[src/common/ptqel_defs.vh]
/*
  constants for the power timer descriptor and queued error log block:
  register offsets, control bits, log byte positions, counts.
  assumes it is included once per design file by its bare name.
*/
`ifndef PTQEL_DEFS_VH
`define PTQEL_DEFS_VH

// register byte offsets
`define PTQEL_CTRL       8'h00
`define PTQEL_CUR_TIMER  8'h04
`define PTQEL_RECOVERY   8'h08
`define PTQEL_MIN_TIMER  8'h0c
`define PTQEL_MAX_TIMER  8'h10
`define PTQEL_IRQ_STAT   8'h14
`define PTQEL_IRQ_MASK   8'h18
`define PTQEL_LOG_ADDR   8'h1c
`define PTQEL_LOG_DATA   8'h20

// control bits
`define PTQEL_CTRL_EPF   0
`define PTQEL_CTRL_SUP   1
`define PTQEL_CTRL_CTE   2
`define PTQEL_CTRL_RST   3'h0

// interrupt status bits
`define PTQEL_IRQ_ERR    0
`define PTQEL_IRQ_DONE   1
`define PTQEL_IRQ_W      2

// log address register: bit 9 picks the power descriptor page
`define PTQEL_LA_PAGE    9

// descriptor dword positions
`define PTQEL_D_CUR      4'h3
`define PTQEL_D_REC      4'h4
`define PTQEL_D_MIN      4'h5
`define PTQEL_D_MAX      4'h6

// queued error log geometry
`define PTQEL_LOG_LAST   9'h1fe
`define PTQEL_LOG_CSUM   9'h1ff

`endif

[src/design/ptqel_pwr_desc.v]
/*
  byte view of the timer part of one 64-byte power condition descriptor.
  assumes the caller holds the timer values; purely combinational.
*/
`timescale 1ns/1ns
`include "ptqel_defs.vh"

module ptqel_pwr_desc #(
  parameter TW = 32
) (
  input  wire [5:0]    idx_i,     // byte index in the descriptor
  input  wire          epf_i,     // extended_power_feature enabled
  input  wire          sup_i,     // condition supported
  input  wire          cte_i,     // current timer enabled request
  input  wire [TW-1:0] cur_i,     // current timer, 100 ms units
  input  wire [TW-1:0] rec_i,     // nominal recovery, 100 ms units
  input  wire [TW-1:0] min_i,     // minimum timer, 100 ms units
  input  wire [TW-1:0] max_i,     // maximum timer, 100 ms units
  output reg  [7:0]    byte_o     // descriptor byte
);

  reg [TW-1:0] word;
  reg [TW-1:0] cur_eff;

  // dword select; values pass unaltered so an all-ones saturated code stays all ones
  always @*
  begin
    cur_eff = (epf_i && sup_i && cte_i) ? cur_i : {TW{1'b0}};
    case (idx_i[5:2])
      `PTQEL_D_CUR: word = cur_eff;
      `PTQEL_D_REC: word = rec_i;
      `PTQEL_D_MIN: word = min_i;
      `PTQEL_D_MAX: word = max_i;
      default:      word = {TW{1'b0}};
    endcase
    byte_o = word[idx_i[1:0]*8 +: 8];  // least significant byte first
  end

endmodule // ptqel_pwr_desc

[src/design/ptqel_qel_gen.v]
/*
  queued error log page builder: byte view of the 512-byte page and a
  walker that produces bytes 0..510 once after each capture to form
  the checksum. assumes captured fields stay stable while busy.
*/
`timescale 1ns/1ns
`include "ptqel_defs.vh"

module ptqel_qel_gen (
  input  wire        clk_i,      // clock
  input  wire        rst_i,      // synchronous reset
  input  wire        start_i,    // restart the checksum walk
  input  wire        nq_i,       // nonqueued_flag
  input  wire [4:0]  tag_i,      // queue tag
  input  wire [103:0] regs_i,    // bytes 1..13, byte 1 in low bits
  input  wire [23:0] sense_i,    // key, asc, ascq (key low)
  input  wire [47:0] flba_i,     // final failing address
  input  wire [8:0]  rd_idx_i,   // byte index for reads
  output wire [7:0]  rd_byte_o,  // byte at rd_idx_i
  output reg         busy_o,     // walk in progress
  output reg         done_o      // one-cycle pulse at walk end
);

  reg [8:0] walk;
  reg [7:0] sum;
  reg [7:0] csum;

  function [7:0] log_byte;
    input [8:0] i;
    begin
      if (i == 9'h000)
        log_byte = {nq_i, 2'b00, nq_i ? 5'h00 : tag_i};
      else if (i <= 9'h00d)
        log_byte = regs_i[(i - 9'h001)*8 +: 8];
      else if (i <= 9'h010)
        log_byte = sense_i[(i - 9'h00e)*8 +: 8];
      else if (i <= 9'h016)
        log_byte = flba_i[(i - 9'h011)*8 +: 8];
      else
        log_byte = 8'h00;  // reserved and vendor unique read as zero
    end
  endfunction

  assign rd_byte_o = (rd_idx_i == `PTQEL_LOG_CSUM) ? csum : log_byte(rd_idx_i);

  // one byte per cycle; avoids a second pass or a stored page image
  always @(posedge clk_i)
  begin
    if (rst_i)
    begin
      walk   <= 9'h000;
      sum    <= 8'h00;
      csum   <= 8'h00;
      busy_o <= 1'b0;
      done_o <= 1'b0;
    end
    else
    begin
      done_o <= 1'b0;
      if (start_i)
      begin
        walk   <= 9'h000;
        sum    <= 8'h00;
        busy_o <= 1'b1;
      end
      else if (busy_o)
      begin
        sum  <= sum + log_byte(walk);
        walk <= walk + 9'h001;
        if (walk == `PTQEL_LOG_LAST)
        begin
          csum   <= 8'h00 - (sum + log_byte(walk));
          busy_o <= 1'b0;
          done_o <= 1'b1;
        end
      end
    end
  end

endmodule // ptqel_qel_gen

[src/design/ptqel_top.v]
/*
  power condition timer descriptor and queued error log, with a classic
  wishbone slave for software and an error capture port from the
  command engine. assumes one clock; error reports are single pulses.
*/
`timescale 1ns/1ns
`include "ptqel_defs.vh"

module ptqel_top #(
  parameter TW = 32
) (
  input  wire          clk_i,        // 100 MHz clock
  input  wire          rst_i,        // synchronous reset, high
  // wishbone classic slave
  input  wire          cyc_i,        // bus cycle
  input  wire          stb_i,        // strobe
  input  wire          we_i,         // write enable
  input  wire [3:0]    sel_i,        // byte lanes
  input  wire [7:0]    adr_i,        // byte address
  input  wire [31:0]   dat_i,        // write data
  output reg  [31:0]   dat_o,        // read data
  output reg           ack_o,        // acknowledge
  // error report from the command engine
  input  wire          err_valid_i,  // report pulse
  input  wire          err_nq_i,     // nonqueued_flag of the failing command
  input  wire [4:0]    err_tag_i,    // queue tag
  input  wire [7:0]    err_status_i, // status register
  input  wire [7:0]    err_error_i,  // error register
  input  wire [47:0]   err_lba_i,    // block address registers
  input  wire [7:0]    err_device_i, // device register
  input  wire [15:0]   err_count_i,  // count registers
  input  wire [7:0]    err_key_i,    // sense key
  input  wire [7:0]    err_asc_i,    // additional sense code
  input  wire [7:0]    err_ascq_i,   // additional sense code qualifier
  input  wire [47:0]   err_flba_i,   // final failing block address
  // interrupt and status
  output reg           irq_o,        // level interrupt
  output reg           log_valid_o,  // log page checksum ready
  output reg           timer_en_o    // power condition timer armed
);

  // control and timer registers
  reg            epf;
  reg            sup;
  reg            cte;
  reg  [TW-1:0]  cur_timer;
  reg  [TW-1:0]  rec_timer;
  reg  [TW-1:0]  min_timer;
  reg  [TW-1:0]  max_timer;
  reg  [`PTQEL_IRQ_W-1:0] irq_stat;
  reg  [`PTQEL_IRQ_W-1:0] irq_mask;
  reg  [9:0]     log_addr;

  // captured error fields
  reg            cap_nq;
  reg  [4:0]     cap_tag;
  reg  [103:0]   cap_regs;
  reg  [23:0]    cap_sense;
  reg  [47:0]    cap_flba;
  reg            walk_start;

  wire           bus_req;
  wire           wr_en;
  wire           rd_en;
  wire           cte_eff;
  wire [7:0]     desc_byte;
  wire [7:0]     qel_byte;
  wire           walk_busy;
  wire           walk_done;
  reg  [31:0]    rd_mux;
  reg  [TW-1:0]  next_cur;
  reg  [TW-1:0]  next_rec;
  reg  [TW-1:0]  next_min;
  reg  [TW-1:0]  next_max;
  reg  [`PTQEL_IRQ_W-1:0] irq_set;
  reg  [`PTQEL_IRQ_W-1:0] next_stat;
  wire [31:0]    mrg_cur;
  wire [31:0]    mrg_rec;
  wire [31:0]    mrg_min;
  wire [31:0]    mrg_max;

  // one request per ack; the gap after ack keeps a held strobe from double firing
  assign bus_req = cyc_i && stb_i && !ack_o;
  assign wr_en   = bus_req && we_i;
  assign rd_en   = bus_req && !we_i;

  // the enabled flag cannot read set while the feature is off
  assign cte_eff = cte && epf;

  ptqel_pwr_desc #(
    .TW      (TW)
  ) u_desc (
    .idx_i   (log_addr[5:0]),
    .epf_i   (epf),
    .sup_i   (sup),
    .cte_i   (cte_eff),
    .cur_i   (cur_timer),
    .rec_i   (rec_timer),
    .min_i   (min_timer),
    .max_i   (max_timer),
    .byte_o  (desc_byte)
  );

  ptqel_qel_gen u_qel (
    .clk_i     (clk_i),
    .rst_i     (rst_i),
    .start_i   (walk_start),
    .nq_i      (cap_nq),
    .tag_i     (cap_tag),
    .regs_i    (cap_regs),
    .sense_i   (cap_sense),
    .flba_i    (cap_flba),
    .rd_idx_i  (log_addr[8:0]),
    .rd_byte_o (qel_byte),
    .busy_o    (walk_busy),
    .done_o    (walk_done)
  );

  // per-lane write merge; a lane without its select keeps the stored byte
  genvar ln;
  generate
    for (ln = 0; ln < 4; ln = ln + 1)
    begin : g_lane
      assign mrg_cur[8*ln +: 8] = sel_i[ln] ? dat_i[8*ln +: 8] : cur_timer[8*ln +: 8];
      assign mrg_rec[8*ln +: 8] = sel_i[ln] ? dat_i[8*ln +: 8] : rec_timer[8*ln +: 8];
      assign mrg_min[8*ln +: 8] = sel_i[ln] ? dat_i[8*ln +: 8] : min_timer[8*ln +: 8];
      assign mrg_max[8*ln +: 8] = sel_i[ln] ? dat_i[8*ln +: 8] : max_timer[8*ln +: 8];
    end
  endgenerate

  // write decode; only the addressed timer takes the merged word
  always @*
  begin
    next_cur = cur_timer;
    next_rec = rec_timer;
    next_min = min_timer;
    next_max = max_timer;
    if (wr_en)
    begin
      case (adr_i)
        `PTQEL_CUR_TIMER: next_cur = mrg_cur;
        `PTQEL_RECOVERY:  next_rec = mrg_rec;
        `PTQEL_MIN_TIMER: next_min = mrg_min;
        `PTQEL_MAX_TIMER: next_max = mrg_max;
        default: ;
      endcase
    end
  end

  // these hold across every reset, so they sit outside the reset branch
  always @(posedge clk_i)
  begin
    rec_timer <= next_rec;
    min_timer <= next_min;
    max_timer <= next_max;
  end

  // control bits and current timer; current timer falls back to zero on reset
  always @(posedge clk_i)
  begin
    if (rst_i)
    begin
      {cte, sup, epf} <= `PTQEL_CTRL_RST;
      cur_timer       <= {TW{1'b0}};
    end
    else
    begin
      cur_timer <= next_cur;
      if (wr_en && adr_i == `PTQEL_CTRL && sel_i[0])
      begin
        epf <= dat_i[`PTQEL_CTRL_EPF];
        sup <= dat_i[`PTQEL_CTRL_SUP];
        cte <= dat_i[`PTQEL_CTRL_CTE];
      end
    end
  end

  // interrupt mask; only lane 0 carries the two event bits
  always @(posedge clk_i)
  begin
    if (rst_i)
      irq_mask <= {`PTQEL_IRQ_W{1'b0}};
    else if (wr_en && adr_i == `PTQEL_IRQ_MASK && sel_i[0])
      irq_mask <= dat_i[`PTQEL_IRQ_W-1:0];
  end

  // log pointer; the page bit stays put so a long read never strays onto the other page
  always @(posedge clk_i)
  begin
    if (rst_i)
      log_addr <= 10'h000;
    else if (wr_en && adr_i == `PTQEL_LOG_ADDR)
      log_addr <= dat_i[9:0];
    else if (rd_en && adr_i == `PTQEL_LOG_DATA)
      log_addr <= {log_addr[9], log_addr[8:0] + 9'h001};  // auto-increment
  end

  // walk restart one cycle after a report, once the new fields are in place
  always @(posedge clk_i)
  begin
    if (rst_i)
      walk_start <= 1'b1;  // an empty log after reset still needs its checksum
    else
      walk_start <= err_valid_i;
  end

  // error capture; a report during a walk restarts it on the new content
  always @(posedge clk_i)
  begin
    if (rst_i)
    begin
      cap_nq     <= 1'b1;
      cap_tag    <= 5'h00;
      cap_regs   <= 104'h0;
      cap_sense  <= 24'h000000;
      cap_flba   <= 48'h000000000000;
    end
    else
    begin
      if (err_valid_i)
      begin
        cap_nq   <= err_nq_i;
        cap_tag  <= err_tag_i;
        cap_regs <= {err_count_i, 8'h00, err_lba_i[47:24], err_device_i,
                     err_lba_i[23:0], err_error_i, err_status_i, 8'h00};
        cap_sense <= {err_ascq_i, err_asc_i, err_key_i};
        cap_flba  <= err_flba_i;
      end
    end
  end

  // sticky events; a new event in the clearing read cycle survives
  always @*
  begin
    irq_set = {`PTQEL_IRQ_W{1'b0}};
    irq_set[`PTQEL_IRQ_ERR]  = err_valid_i;
    irq_set[`PTQEL_IRQ_DONE] = walk_done;
    next_stat = irq_stat;
    if (rd_en && adr_i == `PTQEL_IRQ_STAT)
      next_stat = {`PTQEL_IRQ_W{1'b0}};
    next_stat = next_stat | irq_set;
  end

  // read data mux; unmapped offsets read zero and still ack
  always @*
  begin
    rd_mux = 32'h00000000;
    case (adr_i)
      `PTQEL_CTRL:      rd_mux = {29'h0, cte_eff, sup, epf};
      `PTQEL_CUR_TIMER: rd_mux = (epf && sup && cte_eff) ? cur_timer : 32'h0;
      `PTQEL_RECOVERY:  rd_mux = rec_timer;
      `PTQEL_MIN_TIMER: rd_mux = min_timer;
      `PTQEL_MAX_TIMER: rd_mux = max_timer;
      `PTQEL_IRQ_STAT:  rd_mux = {30'h0, irq_stat};
      `PTQEL_IRQ_MASK:  rd_mux = {30'h0, irq_mask};
      `PTQEL_LOG_ADDR:  rd_mux = {22'h0, log_addr};
      `PTQEL_LOG_DATA:  rd_mux = {24'h0, log_addr[`PTQEL_LA_PAGE] ? desc_byte : qel_byte};
      default:          rd_mux = 32'h00000000;
    endcase
  end

  // bus answer; read data only moves on a read so it holds for the master
  always @(posedge clk_i)
  begin
    if (rst_i)
    begin
      ack_o <= 1'b0;
      dat_o <= 32'h00000000;
    end
    else
    begin
      ack_o <= bus_req;
      if (rd_en)
        dat_o <= rd_mux;
    end
  end

  // sticky status and the level interrupt, both from the same next value
  always @(posedge clk_i)
  begin
    if (rst_i)
    begin
      irq_stat <= {`PTQEL_IRQ_W{1'b0}};
      irq_o    <= 1'b0;
    end
    else
    begin
      irq_stat <= next_stat;
      irq_o    <= |(next_stat & irq_mask);
    end
  end

  // status levels; log valid stays low from the start pulse to the walk's end
  always @(posedge clk_i)
  begin
    if (rst_i)
    begin
      log_valid_o <= 1'b0;
      timer_en_o  <= 1'b0;
    end
    else
    begin
      log_valid_o <= !walk_busy && !walk_start;
      // armed only with a nonzero setting and the feature on
      timer_en_o  <= epf && sup && cte_eff && (cur_timer != {TW{1'b0}});
    end
  end

endmodule // ptqel_top

[config.mk]
export PLATFORM = sky130hd
export DESIGN_NAME = ptqel_top
export DESIGN_NICKNAME = d
export VERILOG_FILES = /design/src/design/ptqel_pwr_desc.v /design/src/design/ptqel_qel_gen.v /design/src/design/ptqel_top.v
export VERILOG_INCLUDE_DIRS = /design/src /design/src/common
export SDC_FILE = /design/constraint.sdc
export NUM_CORES = 1
export LEC_CHECK = 0
export BUFFER_PORTS_ARGS = -buffer_cell sky130_fd_sc_hd__buf_2
export CAP_MARGIN = 20
export CELL_PAD_IN_SITES_DETAIL_PLACEMENT = 1
export CELL_PAD_IN_SITES_GLOBAL_PLACEMENT = 2
export CORE_ASPECT_RATIO = 2
export CORE_MARGIN = 3
export CORE_UTILIZATION = 37
export CTS_CLUSTER_DIAMETER = 60
export DETAILED_ROUTE_END_ITERATION = 10
export GPL_TIMING_DRIVEN = 0
export PLACE_DENSITY_LB_ADDON = 0.1
export SLEW_MARGIN = 10
export SYNTH_ARGS = -nofsm -noshare
export SYNTH_HDL_FRONTEND = slang
export SYNTH_SLANG_ARGS = --single-unit
[constraint.sdc]
create_clock -name clk_i -period 7.2 [get_ports clk_i]
set_input_delay 0.36 -clock clk_i [delete_from_list [all_inputs] [get_ports clk_i]]
set_output_delay 0.36 -clock clk_i [all_outputs]
set_load 0.01 [all_outputs]
==> results.ini <==
[critical_path]
end_kind = flip-flop
cp_cell_sequence = clkbuf_4 > clkinvlp_4 > clkbuf_4 > clkbuf_2 > ha_1 > xor2_2 > buf_4 > clkbuf_4 > buf_4 > mux4_2 > o211ai_1 > o41ai_1 > a222oi_1 > inv_1 > ha_1 > inv_1 > ha_1 > fa_1 > a21o_1 > a21o_1 > a21o_1 > a21oi_1 > xnor2_1 > a21o_1
crit_top_cell = a21o_1
crit_required_ns = 7.66
critPathMaxStageDelay_ns = 0.76
ff2ff_setup_slack_ns = 0.19
path_delay_family = buffers and inverters
cp-start-kind = flip-flop
crit_type = flip-flop to flip-flop
startpoint = u_qel.walk[0]
ff2ff_path_depth = 24
r2r_end = u_qel.csum[7]
critPathMaxFanout = 11
path_buf_inv = 9
critPathSlowestCell = a222oi_1
r2r_start = u_qel.walk[0]
critPathArrivalTime_ns = 7.47

[final_layout]
final_cells = 3034
nNetsFinal = 2601
layout_common_cells = 342 x nor2_1, 293 x mux2i_1, 283 x buf_2
syn_to_final_growth_pct = 18.34
final_common_cell = nor2_1
drive_gt1_share_pct = 17.68

[grt]
gr-total-overflow = 0
first_global_vias = 19750
grt_max_degree = 17
grt_pass1_wl_mm = 134.2
grt_usage_pct = 33.47
antenna_found_initial = 5

[logic_synthesis]
syn_nets = 2303
synth_ff_type = dfxtp_1
yosys.area_share.adder_pct = 2.535
synth_top_family_by_area = multiplexers
synth_area_per_cell_um2 = 9.442
synth-simple-area-share_pct = 14.12
synth_edf_count = 96
synthArstFlopShare_pct = 0
syn_inst = 2049
synth_xor_area_share_pct = 1.261
syn_area_um2 = 19350
yosysSeqAreaShare_pct = 43.77
yosysUniqueCellTypes = 76
yosysWarnings = 0
ys_ff_latch = 375
synth_mux_area_share_pct = 19.04
synth_compound_area_share_pct = 15.25

[die]
ios = 252
start_util_pct = 37.65
die_x_um = 167.7
rows = 117
coreArea_um2 = 51380
die_area_um2 = 55240
die_y_um = 329.4

[route]
highest_layer = met4
wl_met2_mm = 50.49
avgRoutedWirePerCell_um = 31.35
wl_met1_mm = 29.22
drc = 0
drt_wl_total_mm = 95.10
first_pass_iters = 5
dr_wl_met3_mm = 4.045
ant_nets = 0
vias_per_cell = 5.991
drt_iter0_drc = 1153
vias = 18180

[clocking]
insertion_delay_ns = 0.57
cts_tree = done
cts_buffer_depth = 3
path_clk_slew_ns = 0.07
cts_max_level = 2
clockRootBuffer = clkbuf_16
cts_buffers = 37
cts_sinks = 375

[power_and_ir_drop]
p_per_area_nw_per_um2 = 211.9
max-vdd-ir-drop_mv = 0.2146
finalPower_mw = 4.853
p_leak_nw = 9.186

[sta]
fin_crit_ns = 7.007
setup_viol = 0
fin_skew_ns = 0.01900
grt_setup_unrepaired = no
fin_crit_sh_pct = 97.32
maxSlewHeadroom_pct = 13.45
slew_viol_final = 0
hold_viol = 0
worst_pin_slew_ns = 1.286
final.setup.worst_slack_ns = 0.1927
fmax_ghz = 0.1427

[min_path]
holdCritPathClass = input pin to flip-flop
worstHoldPathCells = 1
min_to = rec_timer[16]
min-delay-start = dat_i[16]

[placed_design]
dp_hpwl_mm = 77.05
port_buffers = 248
placed_cells = 2954
pre_cts_ws_ns = -0.6474
gp_congestion = 0.9912

[flow_run]
drv_cap = 0

[status]
status = finished clean

-- kinds of logic (layout without fill, tap and decap cells) --
group	after synthesis	count (layout)
DFF	375	375
and+or+nand+nor	640	640
adders and majority gates	38	38
muxes	331	331
other	0	4
buffers and inverters	189	516
AOI/OAI and AO/OA	449	449
xor gates and xnor gates	27	27
-- per-layer routing --
| metal | global-route usage (%) | vias to the layer above |
|---|---|---|
| li1 | - | 8059 |
| met1 | 28.96 | 8979 |
| met2 | 64.03 | 768 |
| met3 | 4.539 | 370 |
| met4 | 32.03 | 0 |
| met5 | 0 | - |
-- layout make-up --
class / count / area, um^2
Sequential cell: 375 / 8468
Tap cell: 654 / 818.3
Multi-Input combinational cell: 1485 / 10130
Antenna cell: 4 / 10.01
Fill cell: 6051 / 28490
Timing Repair Buffer: 259 / 1339
Inverter: 38 / 146.4
Buffer: 151 / 646.9
Clock buffer: 47 / 1079
Clock inverter: 21 / 261.5
-- how the worst max path moves through the flow --
stage | end | depth (start not counted)
global placement | u_qel.sum[7] | 21
global route | u_qel.csum[7] | 24
CTS | u_qel.csum[7] | 24
finish | u_qel.csum[7] | 24
floorplan | u_qel.csum[7] | 23
detailed placement | u_qel.sum[7] | 21
-- registers in the layout, indices dropped and copies added, names as in the netlist, 2 cells and up --
signal and count:
cap_flba 48, cap_regs 88, cap_sense 24, cap_tag 5
cur_timer 32, dat_o 32, irq_mask 2, irq_stat 2
log_addr 10, max_timer 32, min_timer 32, rec_timer 32
u_qel.csum 8, u_qel.sum 8, u_qel.walk 9
-- cell usage after synthesis, types with 11 or more instances --
cell type	n	share of area, %
buf_2	36	0.93
o22ai_1	15	0.49
buf_1	31	0.60
a22oi_1	35	1.4
nor2_1	342	6.6
o211ai_1	13	0.50
ha_1	36	2.3
a31oi_1	44	1.4
nand3_1	33	0.85
dfxtp_1	279	29
mux4_2	26	3.0
clkbuf_1	79	1.5
xnor2_1	16	0.72
mux2i_1	293	15
o21ai_0	64	1.7
nand2_1	161	3.1
nor4_1	11	0.36
edfxtp_1	96	15
a21oi_1	134	3.5
a221oi_1	37	1.7
a211oi_1	14	0.54
nor3_1	21	0.54
inv_1	37	0.72
a21o_1	14	0.54
-- repair_timing --
action                                  CTS  global route
setup buffers                             0             2
hold buffers                              4             0
gates resized for setup                   5             7
hold endpoints to repair                 10             0
endpoints found under the setup margin    3             2
pin swaps                                 1             1
-- metrics by stage --
| stage | util (%) | hold WS (ns) | TNS, ns | cell area (um^2) |
|---|---|---|---|---|
| CTS | 44.45 | 0.0002747 | 0 | 22840 |
| global route | 44.54 | 0.01564 | 0 | 22890 |
| global placement | 41.66 | 0.4658 | -3.276 | 21410 |
| floorplan | - | 0.4539 | 0 | 19350 |
| finish | 44.56 | 0.01934 | 0 | 22900 |
| detailed placement | 41.72 | 0.4739 | -1.217 | 21440 |
-- power breakdown --
group          switching [mW]  internal [mW]
Clock                   0.921           1.26
Sequential             0.0619           2.21
Combinational           0.235          0.164
Total                    1.22           3.63
-- worst reg2reg max path, stage by stage, from the launching register on --
cell and delay [ns]:
dfxtp_1 0.40, clkbuf_4 0.31, clkinvlp_4 0.28, clkbuf_4 0.31
clkbuf_2 0.30, ha_1 0.37, xor2_2 0.35, buf_4 0.27
clkbuf_4 0.28, buf_4 0.27, mux4_2 0.34, o211ai_1 0.22
o41ai_1 0.15, a222oi_1 0.76, inv_1 0.24, ha_1 0.35
inv_1 0.04, ha_1 0.22, fa_1 0.41, a21o_1 0.17
a21o_1 0.19, a21o_1 0.17, a21oi_1 0.17, xnor2_1 0.13
a21o_1 0.19
(Power assumes the default switching activity.)
